`src/core/tei_pkg.sv`:
```
// Package with constants and types shared by the trap and external interrupt logic.
package tei_pkg;

   localparam logic [5:0] EXT_IRQ_CONTROL_ADDR  = 6'h37;
   localparam logic [7:0] EXT_IRQ_CONTROL_RESET = 8'h00;
   localparam int         BIT_IRQ_ONE_FILTER    = 7;
   localparam int         BIT_PIN_ZERO_SELECT   = 6;
   localparam int         BIT_IRQ_FOUR_MODE_HI  = 5;
   localparam int         BIT_IRQ_FOUR_MODE_LO  = 4;
   localparam int         BIT_IRQ_THREE_POL     = 3;
   localparam int         BIT_IRQ_TWO_POL       = 2;
   localparam int         BIT_IRQ_ONE_POL       = 1;

   localparam logic [7:0]  SOFTWARE_TRAP_OPCODE = 8'hFF;
   localparam logic [7:0]  STACK_FRAME_BYTES    = 8'h03;
   localparam logic [15:0] TRAP_AREA_LIMIT      = 16'h0FFF;
   localparam logic [7:0]  SP_RESET             = 8'hFF;

   // Filter lengths are qualifying counts in clock periods.
   localparam logic [7:0] FILT_SHORT_FC   = 8'h02;
   localparam logic [7:0] FILT_MID_FC     = 8'h07;
   localparam logic [7:0] FILT_ONE_FAST   = 8'h0F;
   localparam logic [7:0] FILT_ONE_SLOW   = 8'h3F;
   localparam logic [7:0] FILT_SUB_CLOCK  = 8'h01;

   localparam int FILTER_COUNT = 6;

   typedef enum logic [1:0] {
      TRIG_RISE,
      TRIG_FALL,
      TRIG_BOTH,
      TRIG_HIGH
   } tei_trigger_type;

   typedef enum logic [2:0] {
      ST_RUN,
      ST_PUSH_PSW,
      ST_PUSH_HIGH,
      ST_PUSH_LOW,
      ST_POP_LOW,
      ST_POP_HIGH,
      ST_POP_PSW
   } tei_seq_type;

   // Decide whether a filtered level change, or in TRIG_HIGH mode a high level, counts as a trigger.
   function automatic logic edge_hit(input logic prevLevel, input logic curLevel,
                                     input tei_trigger_type mode);
      logic result;
      result = 1'b0;
      unique case (mode)
         TRIG_RISE: result = !prevLevel && curLevel;
         TRIG_FALL: result = prevLevel && !curLevel;
         TRIG_BOTH: result = prevLevel != curLevel;
         TRIG_HIGH: result = curLevel;
      endcase
      return result;
   endfunction

endpackage

```
`src/core/tei_noise_filter.sv`:
```
// Digital noise filter: passes a new level only after it has been stable long enough.
`timescale 1ns/1ps
module tei_noise_filter (
   input  logic       clk,
   input  logic       arst_n,
   input  logic       pinIn,
   input  logic       tickEn,
   input  logic [7:0] lengthSel,
   output logic       levelOut
);

   typedef struct packed {
      logic       primed;
      logic       sampled;
      logic [7:0] count;
      logic       level;
   } tei_filter_state_type;

   tei_filter_state_type state_reg;
   tei_filter_state_type state_next;

   always_comb begin
      state_next = state_reg;
      state_next.primed = 1'b1;
      // the first edge loads the pin, so reset leaves no false edge.
      if (!state_reg.primed) begin
         state_next.sampled = pinIn;
         state_next.level   = pinIn;
      end else if (tickEn) begin
         state_next.sampled = pinIn;
         if (pinIn != state_reg.sampled) begin
            state_next.count = 8'h00;
         end else if (state_reg.level != state_reg.sampled) begin
            if (state_reg.count + 8'h01 >= lengthSel) begin
               state_next.level = state_reg.sampled;
               state_next.count = 8'h00;
            end else begin
               state_next.count = state_reg.count + 8'h01;
            end
         end
      end
   end

   always_ff @(posedge clk or negedge arst_n) begin
      if (!arst_n) begin
         state_reg <= '0;
      end else begin
         state_reg <= state_next;
      end
   end

   assign levelOut = state_reg.primed ? state_reg.level : pinIn;
endmodule

```
`src/core/tei_stack_seq.sv`:
```
// Stack sequencer: pushes the interrupt frame and pops it on return.
`timescale 1ns/1ps
module tei_stack_seq (
   input  logic        clk,
   input  logic        arst_n,
   input  logic        startPush,
   input  logic        startPop,
   input  logic [15:0] pcIn,
   input  logic [7:0]  pswIn,
   input  logic [7:0]  memRdata,
   output logic [7:0]  memAddr,
   output logic [7:0]  memWdata,
   output logic        memWe,
   output logic        memRe,
   output logic [7:0]  spOut,
   output logic [15:0] pcOut,
   output logic [7:0]  pswOut,
   output logic        pushDone,
   output logic        popDone
);

   typedef struct packed {
      tei_pkg::tei_seq_type seq;
      logic [7:0]  sp;
      logic [7:0]  addr;
      logic [7:0]  wdata;
      logic        we;
      logic        re;
      logic [15:0] pc;
      logic [7:0]  program_status_word;
      logic        pushDone;
      logic        popDone;
   } tei_stack_state_type;

   tei_stack_state_type state_reg;
   tei_stack_state_type state_next;

   always_comb begin
      state_next = state_reg;
      state_next.we = 1'b0;
      state_next.re = 1'b0;
      state_next.pushDone = 1'b0;
      state_next.popDone = 1'b0;
      unique case (state_reg.seq)
         tei_pkg::ST_RUN: begin
            // push frame PROGRAM_STATUS_WORD then PC high then low
            if (startPush) begin
               state_next.pc = pcIn;
               state_next.addr = state_reg.sp;
               state_next.wdata = pswIn;
               state_next.we = 1'b1;
               state_next.seq = tei_pkg::ST_PUSH_PSW;
            end else if (startPop) begin
               // pop low byte first from SP plus one
               state_next.addr = state_reg.sp + 8'h01;
               state_next.re = 1'b1;
               state_next.seq = tei_pkg::ST_POP_LOW;
            end
         end
         tei_pkg::ST_PUSH_PSW: begin
            // high byte lands at final SP plus two
            state_next.addr = state_reg.sp - 8'h01;
            state_next.wdata = state_reg.pc[15:8];
            state_next.we = 1'b1;
            state_next.seq = tei_pkg::ST_PUSH_HIGH;
         end
         tei_pkg::ST_PUSH_HIGH: begin
            // low byte lands at final SP plus one
            state_next.addr = state_reg.sp - 8'h02;
            state_next.wdata = state_reg.pc[7:0];
            state_next.we = 1'b1;
            state_next.seq = tei_pkg::ST_PUSH_LOW;
         end
         tei_pkg::ST_PUSH_LOW: begin
            state_next.sp = state_reg.sp - tei_pkg::STACK_FRAME_BYTES;
            state_next.pushDone = 1'b1;
            state_next.seq = tei_pkg::ST_RUN;
         end
         tei_pkg::ST_POP_LOW: begin
            state_next.pc[7:0] = memRdata;
            state_next.addr = state_reg.sp + 8'h02;
            state_next.re = 1'b1;
            state_next.seq = tei_pkg::ST_POP_HIGH;
         end
         tei_pkg::ST_POP_HIGH: begin
            state_next.pc[15:8] = memRdata;
            state_next.addr = state_reg.sp + 8'h03;
            state_next.re = 1'b1;
            state_next.seq = tei_pkg::ST_POP_PSW;
         end
         tei_pkg::ST_POP_PSW: begin
            // restore status word and raise SP by three
            state_next.program_status_word = memRdata;
            state_next.sp = state_reg.sp + tei_pkg::STACK_FRAME_BYTES;
            state_next.popDone = 1'b1;
            state_next.seq = tei_pkg::ST_RUN;
         end
         default: begin
            state_next.seq = tei_pkg::ST_RUN;
         end
      endcase
   end

   always_ff @(posedge clk or negedge arst_n) begin
      if (!arst_n) begin
         state_reg <= '{seq: tei_pkg::ST_RUN, sp: tei_pkg::SP_RESET, default: '0};
      end else begin
         state_reg <= state_next;
      end
   end

   assign memAddr  = state_reg.addr;
   assign memWdata = state_reg.wdata;
   assign memWe    = state_reg.we;
   assign memRe    = state_reg.re;
   assign spOut    = state_reg.sp;
   assign pcOut    = state_reg.pc;
   assign pswOut   = state_reg.program_status_word;
   assign pushDone = state_reg.pushDone;
   assign popDone  = state_reg.popDone;
endmodule

```
`src/core/tei_trap_ext_irq.sv`:
```
// Trap, return-sequence and external interrupt logic of the interrupt control circuit.
// ----------------------------------------------------------------
// Overview of operation
// ----------------------------------------------------------------
// Overview of operation
// - Return pops PC and status, SP plus three.
// - Saved low byte SP+1, high byte SP+2.
// - Sample requests in instruction's last cycle.
// - Software trap opcode starts highest-priority interrupt.
// - Nonexistent fetch in single-chip mode returns FF.
// - Fetch from RAM or registers area traps.
// - Trap gives reset or interrupt, watchdog-selected.
// - Undefined opcode raises its interrupt immediately.
// - Undefined opcode interrupt preempts non-maskable service.
// - Address trap interrupt preempts non-maskable service.
// - Six external inputs, each noise filtered.
// - Control bit 6 selects pin zero function.
// - Pin select zero blocks pin zero latch.
// - Inputs zero and five: 2/7 fc filtering.
// - Input one filter 15 or 63 fc.
// - Inputs two to four: 7/25 fc filtering.
// - Low-speed modes filter 1 to 3.5 fs.
// - Clean edge latches within establishment plus 6 fc.
// - Input four mode: rise, fall, both, high.
// - Inputs one to three one-bit polarity select.
// - New input one filter length within 26 fc.
// - High level after reset needs rising edge first.
// - Output changes on shared pins may spuriously request.
// - Accept: clear enable and latch, push, vector; code clears all six latches and fetches no vector.
// - Inputs four, five need shared selector zero.
`timescale 1ns/1ps
module tei_trap_ext_irq (
   clk,
   arst_n,
   regAddr,
   regWdata,
   regWe,
   regRdata,
   extPin,
   port0Bit0In,
   slowMode,
   sharedSourceSelA,
   sharedSourceSelB,
   singleChipMode,
   fetchValid,
   fetchAddr,
   fetchExists,
   fetchData,
   opcodeUndefined,
   lastCycle,
   retOp,
   irqAccept,
   pcIn,
   pswIn,
   watchdogTrapIrqMode,
   memRdata,
   memAddr,
   memWdata,
   memWe,
   memRe,
   spOut,
   pcOut,
   pswOut,
   masterIrqEnable,
   opcodeOut,
   irqLatch,
   softwareIrq,
   undefinedOpcodeIrq,
   addressTrapIrq,
   trapResetOut,
   sampleStrobe,
   returnDone
);
   input  logic        clk;
   input  logic        arst_n;
   input  logic [5:0]  regAddr;
   input  logic [7:0]  regWdata;
   input  logic        regWe;
   output logic [7:0]  regRdata;
   input  logic [5:0]  extPin;
   output logic        port0Bit0In;
   input  logic        slowMode;
   input  logic        sharedSourceSelA;
   input  logic        sharedSourceSelB;
   input  logic        singleChipMode;
   input  logic        fetchValid;
   input  logic [15:0] fetchAddr;
   input  logic        fetchExists;
   input  logic [7:0]  fetchData;
   input  logic        opcodeUndefined;
   input  logic        lastCycle;
   input  logic        retOp;
   input  logic        irqAccept;
   input  logic [15:0] pcIn;
   input  logic [7:0]  pswIn;
   input  logic        watchdogTrapIrqMode;
   input  logic [7:0]  memRdata;
   output logic [7:0]  memAddr;
   output logic [7:0]  memWdata;
   output logic        memWe;
   output logic        memRe;
   output logic [7:0]  spOut;
   output logic [15:0] pcOut;
   output logic [7:0]  pswOut;
   output logic        masterIrqEnable;
   output logic [7:0]  opcodeOut;
   output logic [5:0]  irqLatch;
   output logic        softwareIrq;
   output logic        undefinedOpcodeIrq;
   output logic        addressTrapIrq;
   output logic        trapResetOut;
   output logic        sampleStrobe;
   output logic        returnDone;

   // ----------------------------------------------------------------
   // State
   // ----------------------------------------------------------------
   typedef struct packed {
      logic [7:0] ctrl;
      logic [5:0] prevLevel;
      logic       armedFour;
      logic [5:0] latch;
      logic       port0;
      logic       master_irq_enable;
      logic [7:0] opcode;
      logic       swIrq;
      logic       undefIrq;
      logic       trapIrq;
      logic       trapReset;
      logic       sample;
      logic [7:0] rdata;
      logic       retDone;
      logic       warm;
   } tei_top_state_type;

   tei_top_state_type state_reg;
   tei_top_state_type state_next;

   logic [5:0]  filtLevel;
   logic [7:0]  filtLen [tei_pkg::FILTER_COUNT];
   logic        pushDone;
   logic        popDone;
   logic [7:0]  seqPsw;
   logic        trapArea;
   logic [7:0]  fetchedByte;
   tei_pkg::tei_trigger_type fourMode;

   // ----------------------------------------------------------------
   // Noise filters
   // ----------------------------------------------------------------
   // per-input filter lengths
   // length bit read every cycle, so a switch applies at once.
   always_comb begin
      for (int i = 0; i < tei_pkg::FILTER_COUNT; i++) begin
         filtLen[i] = tei_pkg::FILT_MID_FC;
      end
      filtLen[0] = tei_pkg::FILT_SHORT_FC;
      filtLen[5] = tei_pkg::FILT_SHORT_FC;
      filtLen[1] = state_reg.ctrl[tei_pkg::BIT_IRQ_ONE_FILTER] ? tei_pkg::FILT_ONE_FAST
                                                                : tei_pkg::FILT_ONE_SLOW;
      if (slowMode) begin
         for (int i = 0; i < tei_pkg::FILTER_COUNT; i++) begin
            filtLen[i] = tei_pkg::FILT_SUB_CLOCK;
         end
      end
   end

   for (genvar g = 0; g < tei_pkg::FILTER_COUNT; g++) begin : gFilter
      tei_noise_filter uFilter (
         .clk       (clk),
         .arst_n    (arst_n),
         .pinIn     (extPin[g]),
         .tickEn    (1'b1),
         .lengthSel (filtLen[g]),
         .levelOut  (filtLevel[g])
      );
   end

   // ----------------------------------------------------------------
   // Stack sequencer
   // ----------------------------------------------------------------
   tei_stack_seq uStack (
      .clk       (clk),
      .arst_n    (arst_n),
      .startPush (irqAccept),
      .startPop  (retOp),
      .pcIn      (pcIn),
      .pswIn     ({pswIn[7:1], state_reg.master_irq_enable}),
      .memRdata  (memRdata),
      .memAddr   (memAddr),
      .memWdata  (memWdata),
      .memWe     (memWe),
      .memRe     (memRe),
      .spOut     (spOut),
      .pcOut     (pcOut),
      .pswOut    (seqPsw),
      .pushDone  (pushDone),
      .popDone   (popDone)
   );

   // fetch address inside RAM or register area
   assign trapArea = fetchAddr <= tei_pkg::TRAP_AREA_LIMIT;
   // nonexistent memory in single-chip mode reads back the trap opcode
   assign fetchedByte = (singleChipMode && !fetchExists) ? tei_pkg::SOFTWARE_TRAP_OPCODE
                                                         : fetchData;
   assign fourMode = tei_pkg::tei_trigger_type'(state_reg.ctrl[tei_pkg::BIT_IRQ_FOUR_MODE_HI:
                                                               tei_pkg::BIT_IRQ_FOUR_MODE_LO]);

   // ----------------------------------------------------------------
   // Main next-state logic
   // ----------------------------------------------------------------
   always_comb begin
      state_next = state_reg;
      state_next.retDone = popDone;
      state_next.prevLevel = filtLevel;
      state_next.opcode = fetchValid ? fetchedByte : state_reg.opcode;
      state_next.swIrq = 1'b0;
      state_next.undefIrq = 1'b0;
      state_next.trapIrq = 1'b0;
      state_next.trapReset = 1'b0;
      // sample pending requests in last cycle
      state_next.sample = lastCycle;
      // pin zero port path has no masking of output changes
      state_next.port0 = extPin[0];

      if (regWe && regAddr == tei_pkg::EXT_IRQ_CONTROL_ADDR) begin
         state_next.ctrl = {regWdata[7:1], 1'b0};
      end
      state_next.rdata = (regAddr == tei_pkg::EXT_IRQ_CONTROL_ADDR) ? state_reg.ctrl : 8'h00;

      // acceptance clears master enable and latches
      if (irqAccept) begin
         state_next.master_irq_enable = 1'b0;
         state_next.latch = 6'h00;
      end
      // master enable restored with the status word
      if (popDone) begin
         state_next.master_irq_enable = seqPsw[0];
      end

      // pin zero falling edge only when selected
      if (state_reg.ctrl[tei_pkg::BIT_PIN_ZERO_SELECT] &&
          tei_pkg::edge_hit(state_reg.prevLevel[0], filtLevel[0], tei_pkg::TRIG_FALL)) begin
         state_next.latch[0] = 1'b1;
      end
      // one-bit polarity for inputs one to three
      for (int i = 1; i < 4; i++) begin
         if (tei_pkg::edge_hit(state_reg.prevLevel[i], filtLevel[i],
                               tei_pkg::tei_trigger_type'({1'b0, state_reg.ctrl[i]}))) begin
            state_next.latch[i] = 1'b1;
         end
      end
      // high level needs a rising edge after reset
      if (!state_reg.prevLevel[4] && filtLevel[4]) begin
         state_next.armedFour = 1'b1;
      end
      if (!sharedSourceSelA &&
          tei_pkg::edge_hit(state_reg.prevLevel[4], filtLevel[4], fourMode) &&
          (fourMode != tei_pkg::TRIG_HIGH || state_reg.armedFour)) begin
         state_next.latch[4] = 1'b1;
      end
      // input five falling edge only when selected
      if (!sharedSourceSelB &&
          tei_pkg::edge_hit(state_reg.prevLevel[5], filtLevel[5], tei_pkg::TRIG_FALL)) begin
         state_next.latch[5] = 1'b1;
      end

      if (fetchValid) begin
         if (trapArea) begin
            // trap answer chosen by watchdog setting
            state_next.trapIrq = watchdogTrapIrqMode;
            state_next.trapReset = !watchdogTrapIrqMode;
         end else if (fetchedByte == tei_pkg::SOFTWARE_TRAP_OPCODE) begin
            state_next.swIrq = 1'b1;
         end else if (opcodeUndefined) begin
            state_next.undefIrq = 1'b1;
         end
      end
      // no latching until the edge history holds real pin levels.
      state_next.warm = 1'b1;
      if (!state_reg.warm) begin
         state_next.latch     = state_reg.latch;
         state_next.armedFour = 1'b0;
      end
   end

   // ----------------------------------------------------------------
   // State register
   // ----------------------------------------------------------------
   always_ff @(posedge clk or negedge arst_n) begin
      if (!arst_n) begin
         state_reg <= '{ctrl: tei_pkg::EXT_IRQ_CONTROL_RESET, default: '0};
      end else begin
         state_reg <= state_next;
      end
   end

   assign regRdata           = state_reg.rdata;
   assign port0Bit0In        = state_reg.port0;
   assign masterIrqEnable    = state_reg.master_irq_enable;
   assign opcodeOut          = state_reg.opcode;
   assign irqLatch           = state_reg.latch;
   assign softwareIrq        = state_reg.swIrq;
   assign undefinedOpcodeIrq = state_reg.undefIrq;
   assign addressTrapIrq     = state_reg.trapIrq;
   assign trapResetOut       = state_reg.trapReset;
   assign sampleStrobe       = state_reg.sample;
   assign returnDone         = state_reg.retDone;
   assign pswOut             = seqPsw;
endmodule

```
`config.mk`:
```
export PLATFORM = sky130hd
export DESIGN_NAME = tei_trap_ext_irq
export DESIGN_NICKNAME = d
export VERILOG_FILES = /design/src/core/tei_pkg.sv /design/src/core/tei_noise_filter.sv /design/src/core/tei_stack_seq.sv /design/src/core/tei_trap_ext_irq.sv
export SDC_FILE = /design/constraint.sdc
export NUM_CORES = 1
export LEC_CHECK = 0
export BUFFER_PORTS_ARGS = -buffer_cell sky130_fd_sc_hd__buf_2
export CAP_MARGIN = 20
export CORE_MARGIN = 2
export CORE_UTILIZATION = 50
export CTS_BUF_LIST = sky130_fd_sc_hd__clkbuf_8
export CTS_CLUSTER_SIZE = 30
export DETAILED_ROUTE_END_ITERATION = 10
export PLACE_DENSITY = 0.78
export SLEW_MARGIN = 15
export SYNTH_ARGS = -nofsm -noshare
export SYNTH_HDL_FRONTEND = slang
export SYNTH_SLANG_ARGS = --single-unit
export TNS_END_PERCENT = 10
```
`constraint.sdc`:
```
create_clock -name clk -period 3.5 [get_ports clk]
set_clock_uncertainty 0.05 [all_clocks]
set_input_delay 0.175 -clock clk [delete_from_list [all_inputs] [get_ports clk]]
set_output_delay 0.175 -clock clk [all_outputs]
set_load 0.1 [all_outputs]
```
[Word-level counts from Yosys, hierarchy flattened]
Index checks and enable logic that the tools add are counted.
Word-level totals
  bits in registers: 158
  input bits: 90
  word-level logic and storage cells: 272
  output and inout bits: 80
Operators by class
  equal/unequal tests: 46
  reductions and logical operators: 74
  add/subtract/negate cells: 12
  multiplexer cells: 83
  bitwise gates (word level): 3
  $lt $le $gt $ge: 7
Operators with widths (number)
  $mux W8: 16
  $mux W9: 7
  $add A8 B1 Y8 const B: 7
  $pmux W8 S2: 3
  $mux W42: 1
  $ne A2 B2 Y1 const B: 21
  $ge A8 B8 Y1: 5
  $pmux W8 S5: 1
  $mux W1: 39
  $reduce_and A2 Y1: 16
  $reduce_bool A2 Y1: 16
  $pmux W9 S3: 1
  $reduce_and A3 Y1: 6
  $add A8 B2 Y8 const B: 2
  $le A16 B12 Y1 const B: 1
  $logic_and A1 B1 Y1: 16
  $mux W16: 1
  $sub A8 B2 Y8 const B: 2
  $pmux W3 S5: 1
  $logic_not A1 Y1: 14
  $ne A1 B1 Y1: 13
  $mux W6: 2
  $eq A3 B3 Y1 const B: 3
  $eq A8 B8 Y1 const B: 1
  21 further kinds: 30

[Logic depth before layout (Yosys ltp)]
Gate-level depths: netlist of the first run.
  depth after elaboration: 8
  gate-level depth with buffers: 12
  mapped depth without buffers: 10

[Modules after synthesis]
From an unflattened synthesis of the first run, not the netlist that was laid out.
Second synthesis, totals
  cell total of the unflattened synthesis: 1054
  area total of the unflattened synthesis: 10222.3 um^2
Modules (own cells, without submodules)
  tei_noise_filter: cells each 78, sequential area each 275.3 um^2, area an instance 788.3 um^2, instances 6
  tei_stack_seq: cells each 424, sequential area each 1386.3 um^2, area an instance 3666.0 um^2, instances 1
  tei_trap_ext_irq: cells each 162, sequential area each 1101.1 um^2, area an instance 1826.8 um^2, instances 1

[Worst setup path before layout of the first run]
OpenSTA, ideal clock, no wires.
  kind: reg2reg
  start: register uStack.state_reg[54] (netlist bit)
  end: register uStack.state_reg, in the netlist uStack.memAddr[7]
  setup time: 0.077 ns
  clock period less this slack: 3.013 ns
  slack: 0.487 ns
  data required time: 3.373 ns
  arrival: 2.886 ns
  stages on the path, launching flop included: 13
  path buffers: 2
  path through: dfrtp_1 buf_1 inv_2 nor3_2 clkbuf_1 inv_1 ha_1 nor2b_1 o31a_1 o21ai_0 a21o_1 nand3_1 a21oi_1
On the way
  longest elaborated chain between the ends: 3
  elaborated cells between the ends (all ways): 9
  those cells by class: eq/ne: 5; mux: 1; reduce/logical: 3
Ends and longest elaborated chain
  start, declared: line tei_stack_seq.sv:35  | tei_stack_state_type state_reg;
  start signal, assigned: line tei_stack_seq.sv:108  | state_reg <= state_next;
  $eq A3 B1 Y1 (tied with other cells): line tei_stack_seq.sv:44  | unique case (state_reg.seq)
  $reduce_bool A5 Y1 (no source line) or $ne A3 B3 Y1 (tied branches)
  $reduce_and A2 Y1 (no source line)
Parallel ways exist; a longest one is shown, timed or not.
A chain may end at the register's enable or synchronous reset.

[Worst setup path after layout of the first run]
  start: register uStack.state_reg[53] (netlist bit)
  end: register uStack.state_reg, in the netlist uStack.memAddr[7]
The elaborated chain is that of the path after synthesis.

==> results of run 1 <==
[layout by cell type, fill, tap and decap left out, drive strengths merged, types with 5 or more instances in the layout]
cell type    instances
buf                166
dfrtp              149
nand2               82
nor2                75
dlygate4sd3         62
o21ai               54
a21oi               45
nand3               37
and2                34
xnor2               29
ha                  27
mux2i               24
inv                 22
mux2                22
xor2                19
a22oi               18
clkbuf              18
nand2b              16
a22o                12
o22ai               11
o31ai               10
or3                 10
nor3                10
a31oi                8
dfstp                8
nand4                7
nor2b                6
nand4b               6
a211oi               6
clkinv               6
and3                 5
or4                  5
[power breakdown]
group / internal (W) / leakage, nW / switching, W / total, W
combinational: 0.00133 / 2.51 / 0.00380 / 0.00512
clock: 0.000724 / 0.206 / 0.000687 / 0.00141
sequential: 0.00227 / 1.99 / 0.000454 / 0.00272
[kinds of logic after synthesis]
group | count (synthesis) | share of synthesized area
compound gates | 189 | 0.137
xor+xnor | 48 | 0.0485
fa+ha+maj | 28 | 0.0413
buf+inv | 126 | 0.0854
flops | 157 | 0.455
mux | 46 | 0.0563
other cells | 2 | 0.000867
simple gates | 308 | 0.176
[metal layers]
metal  part of all wire  global-route usage  routed length, um
met2               0.49               0.362               9380
met3              0.047              0.0426                891
met4              0.019              0.0752                360
met5                  0                   0                  0
met1               0.44               0.267               8440
[path summary, 6_finish.rpt]
path | from | endpoint | slack [ns] | depth (start not counted)
max | uStack.state_reg[53]$_DFFE_PN0P_ | uStack.memAddr[7]$_DFFE_PN0P_ | 0.74 | 5
min | fetchAddr[13] | softwareIrq$_DFF_PN0_ | 0.05 | 3
max reg2reg | uStack.state_reg[53]$_DFFE_PN0P_ | uStack.memAddr[7]$_DFFE_PN0P_ | 0.74 | 5
min reg2reg | uStack.popDone$_DFF_PN0_ | returnDone$_DFF_PN0_ | 0.35 | 0
max in group asynchronous | arst_n | uStack.pswOut[3]$_DFFE_PN0P_ | 2.10 | 3
min in group asynchronous | arst_n | uStack.memAddr[5]$_DFFE_PN0P_ | 0.30 | 2
[cell type report]
class	instances	area, um2	area share
clock buffer	18	248	0.0243
clock inverter	14	170	0.0167
inverter	20	75.1	0.00737
multi-input combinational	621	3990	0.391
sequential	157	3940	0.387
tap	225	282	0.0276
timing repair buffer	228	1490	0.146
[worst max-delay path, stage by stage, from the launching register on]
cell	delay, ns
dfrtp_1	0.52
nor2b_1	0.88
nand2_1	0.66
o221ai_1	0.32
a31oi_1	0.07
a21oi_1	0.18
[synthesized netlist by cell type (all sizes together), types with 3 or more instances]
cell type and n:
nor2b 6, mux2i 24, and2 34, nand4 7, dfstp 8, or4 5, inv 20, clkbuf 27
or3 10, a21oi 45, ha 27, xor2 19, a21o 4, o31ai 10, nand2b 16, nor2 75
a22oi 18, o22ai 11, a311oi 3, a22o 12, o31a 3, nor3 10, dfrtp 149, and3 5
a211oi 6, or2 3, nor4 4, o21ai 54, nand3 37, buf 79, nand4b 6, mux2 22
nand2 82, a31oi 8, xnor2 29
[stage by stage]
step | setup slack (ns) | power [W] | area, um2 | cells
6_report | 0.739 | 0.00926 | 10200 | 1283
5_1_grt | 0.468 | 0.00978 | 10200 | 1283
4_1_cts | 0.768 | 0.00930 | 10200 | 1283
3_5_place_dp | 0.788 | 0.00774 | 9150 | 1189
3_3_place_gp | 0.867 | 0.00764 | 9150 | 1189
2_1_floorplan | 0.487 | 0.00724 | 8660 | 904
==> impl_metrics.env, run 1 <==
export IMPL_vias=6950
export IMPL_clk_pin_slew_ns=0.09
export IMPL_hold_viol_final=0
export IMPL_cts_tree="yes"
export IMPL_worst_pin_slew_ns=1.07
export IMPL_worstPathRequired_ns=3.83
export IMPL_grt_max_degree=94
export IMPL_syn_inst=904
export IMPL_cts_sinks=157
export IMPL_grt_pass1_vias=6694
export IMPL_rsz0062_at_grt="false"
export IMPL_dr_pass1_iters=6
export IMPL_status="finished, final reports clean"
export IMPL_port_buffers=154
export IMPL_synth_area_um2=8660
export IMPL_numCtsBuffers=17
export IMPL_syn_nets=1022
export IMPL_hold_buffers=62
export IMPL_holdWs_ns=0.0520
export IMPL_slew_headroom=0.284
export IMPL_final_net_count=1163
export IMPL_hold_path_class="in2reg"
export IMPL_antenna_found_initial=0
export IMPL_antenna_cells=0
export IMPL_syn_avg_cell_area_um2=9.58
export IMPL_peakVddDrop_v=0.00102
export IMPL_cts_resized=0
export IMPL_drc=0
export IMPL_timing_fmax_mhz=362
export IMPL_worstPathArrival_ns=3.09
export IMPL_synth_top_area_share=0.430
export IMPL_synth_area_leaders="dfrtp_1 (43%), buf_4 (6.1%), ha_1 (3.9%)"
export IMPL_worstSetupStartpointType="flip-flop"
export IMPL_grt_overflow=0
export IMPL_drv_slew=0
export IMPL_die_area_um2=18400
export IMPL_coreArea_um2=17100
export IMPL_yosysUniqueCellTypes=62
export IMPL_async_reset_ff_frac=1.00
export IMPL_wl_per_cell_um=14.9
export IMPL_yosys_area_top_type="dfrtp_1"
export IMPL_period_needed_ns=2.76
export IMPL_dr_first_iter_drc_count=395
export IMPL_period_share=0.789
export IMPL_die_h_um=136
export IMPL_area_delta_synth_final_pct=17.6
export IMPL_cts_setup_buffers=0
export IMPL_synth_seq_cells=157
export IMPL_setup_tns_ns=0
export IMPL_start_util=0.506
export IMPL_synth_seq_area_share=0.455
export IMPL_drv_cap=0
export IMPL_clk_path_buf_depth=2
export IMPL_clockRootBuffer="clkbuf_8"
export IMPL_ant_nets=0
export IMPL_synth_edf_count=0
export IMPL_synth_ff_type="dfrtp_1"
export IMPL_setup_viol=0
export IMPL_clk_latency_ns=0.45
export IMPL_fin_util=0.595
export IMPL_core_rowCount=48
export IMPL_largest_register_ff_count=61
export IMPL_grt_first_pass_wirelength_um=31200
export IMPL_gp_congestion=0.869
export IMPL_vias_per_cell=5.42
export IMPL_final_layout_size_suffix_gt1_frac=0.212
export IMPL_setup_worst_path_end_class="flip-flop"
export IMPL_grt_total_usage=0.212
export IMPL_finalWirelength_um=19100
export IMPL_fillers=1384
export IMPL_crit_type="reg2reg"
export IMPL_yosysWarnings=0
export IMPL_p_leak_nw=4.70
export IMPL_pin_count=170
export IMPL_dpl_hpwl_um=13100
export IMPL_p_per_area_nw_per_um2=909
export IMPL_htreeDepth=4
export IMPL_crit_fanout=18
export IMPL_die_w_um=136
Note: power is estimated with default switching activity, not from simulation.
==> run 2: changes to the inputs <==
--- a/config.mk
+++ b/config.mk
@@ -12,7 +12,7 @@
 export CTS_BUF_LIST = sky130_fd_sc_hd__clkbuf_8
 export CTS_CLUSTER_SIZE = 30
 export DETAILED_ROUTE_END_ITERATION = 10
-export PLACE_DENSITY = 0.78
+export PLACE_DENSITY = 0.81
 export SLEW_MARGIN = 15
 export SYNTH_ARGS = -nofsm -noshare
 export SYNTH_HDL_FRONTEND = slang
==> constraint.sdc (replaced) <==
create_clock -name clk -period 2.3 [get_ports clk]
set_clock_uncertainty 0.05 [all_clocks]
set_input_delay 0.115 -clock clk [delete_from_list [all_inputs] [get_ports clk]]
set_output_delay 0.115 -clock clk [all_outputs]
set_load 0.1 [all_outputs]
==> impl_metrics.env, run 2 (same netlist as run 1, synthesis figures left out) <==
export IMPL_status="complete, but fails checks"
export IMPL_violations="setup timing"
export IMPL_finalWirelength_um=20900
export IMPL_worst_pin_slew_ns=0.676
export IMPL_grt_overflow=0
export IMPL_fin_ws_ns=-0.0503
export IMPL_crit_chain="ha_2 -> nand3_2 -> or4_4 -> a221o_1 -> or4b_1 -> and3_1"
export IMPL_largest_register_ff_count=61
export IMPL_die_h_um=136
export IMPL_core_rowCount=48
export IMPL_rsz0062_at_grt="true"
export IMPL_crit_fanout=4
export IMPL_wl_per_cell_um=15.8
export IMPL_dr_pass1_iters=7
export IMPL_coreArea_um2=17100
export IMPL_cts_tree="yes"
export IMPL_die_w_um=136
export IMPL_placed_area_um2=9350
export IMPL_worstPathRequired_ns=2.61
export IMPL_worstSetupStartpointType="flip-flop"
export IMPL_worstPathArrival_ns=2.66
export IMPL_final_cells=1326
export IMPL_vias_per_cell=5.47
export IMPL_start_util=0.506
export IMPL_holdWs_ns=0.0717
export IMPL_antenna_cells=0
export IMPL_seqPwrFrac=0.283
export IMPL_grt_first_pass_wirelength_um=33800
export IMPL_clockRootBuffer="clkbuf_8"
export IMPL_htreeDepth=4
export IMPL_drc=0
export IMPL_layout_cells_most_common="buf_2"
export IMPL_reg2reg_from="gFilter[1].uFilter.state_reg[2]$_DFFE_PN0P_"
export IMPL_numCtsBuffers=17
export IMPL_period_share=1.02
export IMPL_combPwrFrac=0.576
export IMPL_seqCellArea_um2=3940
export IMPL_area_delta_synth_final_pct=22.8
export IMPL_setup_worst_path_end_class="flip-flop"
export IMPL_setup_tns_ns=-0.103
export IMPL_grt_pass1_vias=7081
export IMPL_fillers=1345
export IMPL_dr_first_iter_drc_count=465
export IMPL_place_inst=1209
export IMPL_clk_latency_ns=0.47
export IMPL_p_leak_nw=4.94
export IMPL_cp_startpoint="gFilter[1].uFilter.state_reg[2]$_DFFE_PN0P_"
export IMPL_slew_headroom=0.548
export IMPL_cts_sinks=157
export IMPL_vias=7259
export IMPL_p_int_w=0.00658
export IMPL_final_net_count=1206
export IMPL_multiInputGateArea_um2=4060
export IMPL_ant_nets=0
export IMPL_setup_viol=3
export IMPL_final_layout_size_suffix_gt1_frac=0.235
export IMPL_mostFrequentLayoutCells="buf_2 (153), dfrtp_1 (148), dlygate4sd3_1 (83), nand2_1 (82), nor2_1 (74)"
export IMPL_fin_area_um2=10600
export IMPL_power_w=0.0142
export IMPL_die_area_um2=18400
export IMPL_drv_slew=0
export IMPL_drv_cap=0
export IMPL_clk_pin_slew_ns=0.08
export IMPL_p_clk_frac=0.140
export IMPL_hold_path_startpoint="fetchValid"
export IMPL_p_sw_w=0.00763
export IMPL_cp_slowest_stage_delay_ns=0.49
export IMPL_hold_path_class="in2reg"
export IMPL_port_buffers=154
export IMPL_crit_slowest_cell="or4_4"
export IMPL_period_needed_ns=2.35
export IMPL_antenna_found_initial=0
export IMPL_peakVddDrop_v=0.00167
export IMPL_p_sw_frac=0.537
export IMPL_hold_viol_final=0
export IMPL_clk_path_buf_depth=2
export IMPL_pin_count=170
export IMPL_dpl_hpwl_um=13600
export IMPL_grt_total_usage=0.231
export IMPL_crit_type="reg2reg"
export IMPL_p_per_area_nw_per_um2=1340
export IMPL_grt_max_degree=62
export IMPL_timing_fmax_mhz=425
export IMPL_gp_congestion=0.926
## run 2: critical path: cells and delay by family (launching register included)
family | cells | cell delay, ns
AO/OA/AOI/OAI | 1 | 0.37
adder cells (fa/ha/maj) | 1 | 0.20
flip-flops | 1 | 0.41
AND/OR/NAND/NOR | 4 | 1.21
## run 2: timing repair
item	4_1_cts	5_1_grt
gates cloned	0	0
pin swaps	6	2
endpoints found under the setup margin	3	14
hold buffers	83	0
gates resized for setup	5	11
buffers inserted	1	1
hold endpoints to repair	135	0
## run 2: area by class of cell
cell class / count / area share
repair buffers: 271 / 0.179
flip-flops and latches: 157 / 0.370
clock buffers: 18 / 0.0233
inverters: 20 / 0.00706
multi-input cells: 621 / 0.382
well taps: 225 / 0.0265
clock inverters: 14 / 0.0122
## run 2: layer usage
metal | track usage | part of all wire
met5 | 0 | 0
met4 | 0.0995 | 0.030
met3 | 0.0513 | 0.051
met2 | 0.398 | 0.50
met1 | 0.279 | 0.42
## run 2: path summary, 6_finish.rpt
path | endpoint | slack (ns) | cells past startpoint
worst max-delay path | gFilter[1].uFilter.state_reg[0]$_DFFE_PN0P_ | -0.05 | 6
worst min-delay path | opcodeOut[6]$_DFFE_PN0P_ | 0.07 | 2
worst max register to register | gFilter[1].uFilter.state_reg[0]$_DFFE_PN0P_ | -0.05 | 6
worst min register to register | returnDone$_DFF_PN0_ | 0.36 | 0
max in group asynchronous | gFilter[0].uFilter.state_reg[6]$_DFFE_PN0P_ | 1.37 | 3
min in group asynchronous | undefinedOpcodeIrq$_DFF_PN0_ | 0.15 | 2
## run 2: per-stage QoR
step | util | worst slack, ns
after detailed placement | 0.546 | -0.105
after CTS | 0.619 | -0.0895
after floorplan | - | -0.223
final | 0.622 | -0.0503
after global placement | 0.546 | -0.00150
after global routing | 0.622 | -0.172
## run 2: power groups by stage
stage,logic [W],clock network [W],registers (W)
2_1_floorplan,0.00704,0,0.00406
3_3_place_gp,0.00785,0,0.00403
3_5_place_dp,0.00796,0,0.00407
4_1_cts,0.00812,0.00204,0.00402
5_1_grt,0.00871,0.00215,0.00411
6_report,0.00819,0.00199,0.00403
==> run 3: changes to the inputs <==
--- a/config.mk
+++ b/config.mk
@@ -5,6 +5,7 @@
 export SDC_FILE = /design/constraint.sdc
 export NUM_CORES = 1
 export LEC_CHECK = 0
+export ABC_AREA = 1
 export BUFFER_PORTS_ARGS = -buffer_cell sky130_fd_sc_hd__buf_2
 export CAP_MARGIN = 20
 export CORE_MARGIN = 2
==> impl_metrics.env, run 3 <==
export IMPL_p_per_area_nw_per_um2=1330
export IMPL_htreeDepth=4
export IMPL_pin_count=170
export IMPL_fin_area_um2=10700
export IMPL_synth_seq_area_share=0.446
export IMPL_dr_pass1_iters=5
export IMPL_syn_inst=1122
export IMPL_wl_per_cell_um=13.8
export IMPL_grt_overflow=0
export IMPL_worstPathArrival_ns=2.47
export IMPL_final_net_count=1418
export IMPL_cts_sinks=157
export IMPL_vias_per_cell=5.08
export IMPL_placed_area_um2=9410
export IMPL_core_rowCount=48
export IMPL_mostFrequentLayoutCells="nand2_1 (271), buf_2 (153), dfrtp_1 (149), inv_1 (144), nor2_1 (101)"
export IMPL_finalWirelength_um=21100
export IMPL_cts_tree="yes"
export IMPL_layout_cells_most_common="nand2_1"
export IMPL_timing_fmax_mhz=459
export IMPL_grt_total_usage=0.233
export IMPL_numCtsBuffers=17
export IMPL_syn_avg_cell_area_um2=7.88
export IMPL_synth_area_um2=8840
export IMPL_yosys_area_top_type="dfrtp_1"
export IMPL_hold_path_class="in2reg"
export IMPL_synth_ff_type="dfrtp_1"
export IMPL_fin_util=0.616
export IMPL_fillers=1480
export IMPL_drv_cap=0
export IMPL_crit_fanout=16
export IMPL_async_reset_ff_frac=1.00
export IMPL_die_h_um=137
export IMPL_clockRootBuffer="clkbuf_8"
export IMPL_period_needed_ns=2.18
export IMPL_port_buffers=154
export IMPL_synth_top_area_share=0.422
export IMPL_whs_endpoint="state_reg[40]$_DFFE_PN0P_"
export IMPL_coreArea_um2=17300
export IMPL_syn_nets=1240
export IMPL_area_delta_synth_final_pct=20.5
export IMPL_slew_headroom=0.484
export IMPL_crit_family="buffers and inverters"
export IMPL_yosysWarnings=0
export IMPL_drc=0
export IMPL_setup_worst_path_end_class="flip-flop"
export IMPL_yosysMostFrequentCell="nand2_1"
export IMPL_clk_pin_slew_ns=0.09
export IMPL_die_area_um2=18800
export IMPL_synthTopCellsByCount="nand2_1 (271), dfrtp_1 (149), inv_1 (143)"
export IMPL_grt_max_degree=57
export IMPL_final_cells=1537
export IMPL_clk_path_buf_depth=2
export IMPL_hold_viol_final=0
export IMPL_status="finished, final reports clean"
export IMPL_crit_chain="inv_1 -> nand2_2 -> nor2_4 -> buf_4 -> nand2_1 -> o211ai_1 -> dlygate4sd3_1 -> o21ai_0"
export IMPL_antenna_found_initial=0
export IMPL_reg2reg_from="uStack.state_reg[53]$_DFFE_PN0P_"
export IMPL_fin_ws_ns=0.120
export IMPL_vias=7814
export IMPL_setup_viol=0
export IMPL_dpl_hpwl_um=14400
export IMPL_worstReg2RegEnd="uStack.pcOut[10]$_DFFE_PN0P_"
export IMPL_rr_worst_depth=8
export IMPL_path_buf_inv=3
export IMPL_hold_path_startpoint="regWe"
export IMPL_largest_register_ff_count=61
export IMPL_start_util=0.511
export IMPL_synth_edf_count=0
export IMPL_grt_first_pass_wirelength_um=35100
export IMPL_crit_type="reg2reg"
export IMPL_final_layout_size_suffix_gt1_frac=0.188
export IMPL_crit_slowest_cell="dlygate4sd3_1"
export IMPL_grt_pass1_vias=7753
export IMPL_die_w_um=137
export IMPL_place_inst=1426
export IMPL_synth_area_leaders="dfrtp_1 (42%), nand2_1 (12%), buf_4 (6.1%)"
export IMPL_clk_latency_ns=0.44
export IMPL_wl_met3_um=1360
export IMPL_drv_slew=0
export IMPL_r2r_slack_ns=0.12
export IMPL_p_leak_nw=5.61
export IMPL_route_met2_wl_um=10500
export IMPL_holdPathStages=5
export IMPL_worstPathRequired_ns=2.59
export IMPL_worst_pin_slew_ns=0.772
export IMPL_yosysUniqueCellTypes=49
export IMPL_pre_cts_ws_ns=0.118
export IMPL_dr_first_iter_drc_count=548
export IMPL_gp_congestion=0.915
export IMPL_worstSetupStartpointType="flip-flop"
export IMPL_holdWs_ns=0.0818
export IMPL_met1_length_um=9010
export IMPL_cp_startpoint="uStack.state_reg[53]$_DFFE_PN0P_"
export IMPL_synth_seq_cells=157
export IMPL_peakVddDrop_v=0.00160
export IMPL_top_layer_used="met4"
export IMPL_period_share=0.948
export IMPL_ant_nets=0
export IMPL_antenna_cells=0
export IMPL_cp_slowest_stage_delay_ns=0.58
-- run 3: cell types whose count changed after synthesis, sizes merged, moves of 14 or more --
cell / previous run / this run
mux2i: 24 / 0
xnor2: 29 / 11
o21ai: 54 / 82
nand4: 7 / 21
mux2: 22 / 0
nand2: 82 / 278
nand3: 37 / 74
inv: 20 / 149
a22oi: 18 / 0
nand2b: 16 / 0
nor2: 75 / 109
clkbuf: 27 / 11
and2: 34 / 0
-- run 3: layer usage --
layer  up-vias  GRT usage
li1       3872          -
met1      3651      0.280
met2       259      0.414
met3        32     0.0507
met4         0     0.0762
met5         -          0
-- run 3: where the power goes --
part           internal, W  switching (W)
combinational      0.00178        0.00620
clock              0.00114        0.00107
sequential         0.00343       0.000531
-- run 3: cells by family after synthesis --
family	synth area share
buf+inv	0.138
compound gates	0.0984
fa+ha+maj	0.0405
other cells	0.000850
simple gates	0.249
flops	0.446
xor+xnor	0.0277
-- run 3: repair_timing --
action / CTS / global route
hold endpoints to repair: 160 / 0
buffers inserted: 0 / 0
setup endpoints to repair: 0 / 10
hold buffers: 80 / 0
gates resized for setup: 0 / 5
-- run 3: area by class of cell --
class                      count  area [um2]  share of cell area
timing repair buffer         253        1730               0.163
sequential                   157        3940               0.370
multi-input combinational    719        3700               0.348
clock buffer                  19         262              0.0245
tap                          225         282              0.0264
inverter                     152         573              0.0538
clock inverter                12         161              0.0152
-- run 3: through the flow --
step	total power (W)	TNS (ns)
6_report	0.0142	0
5_1_grt	0.0150	-0.0853
4_1_cts	0.0141	0
3_5_place_dp	0.0117	0
3_3_place_gp	0.0116	0
2_1_floorplan	0.0109	0
-- run 3: tightest hold or removal path, cell delays in order --
cell and delay [ns]:
buf_2 0.10, inv_1 0.09, nor2_4 0.09, nand2_1 0.06, o21ai_0 0.07
-- run 3: worst max-delay path by stage --
stage                                                        to  slack, ns  cells after the start
floorplan                         uStack.memAddr[7]$_DFFE_PN0P_       0.24                     15
global placement    gFilter[1].uFilter.state_reg[6]$_DFFE_PN0P_       0.19                     11
detailed placement  gFilter[1].uFilter.state_reg[6]$_DFFE_PN0P_       0.12                     11
CTS                                uStack.pcOut[12]$_DFFE_PN0P_       0.02                      8
global route        gFilter[1].uFilter.state_reg[5]$_DFFE_PN0P_      -0.02                     11
finish                             uStack.pcOut[10]$_DFFE_PN0P_       0.12                      8
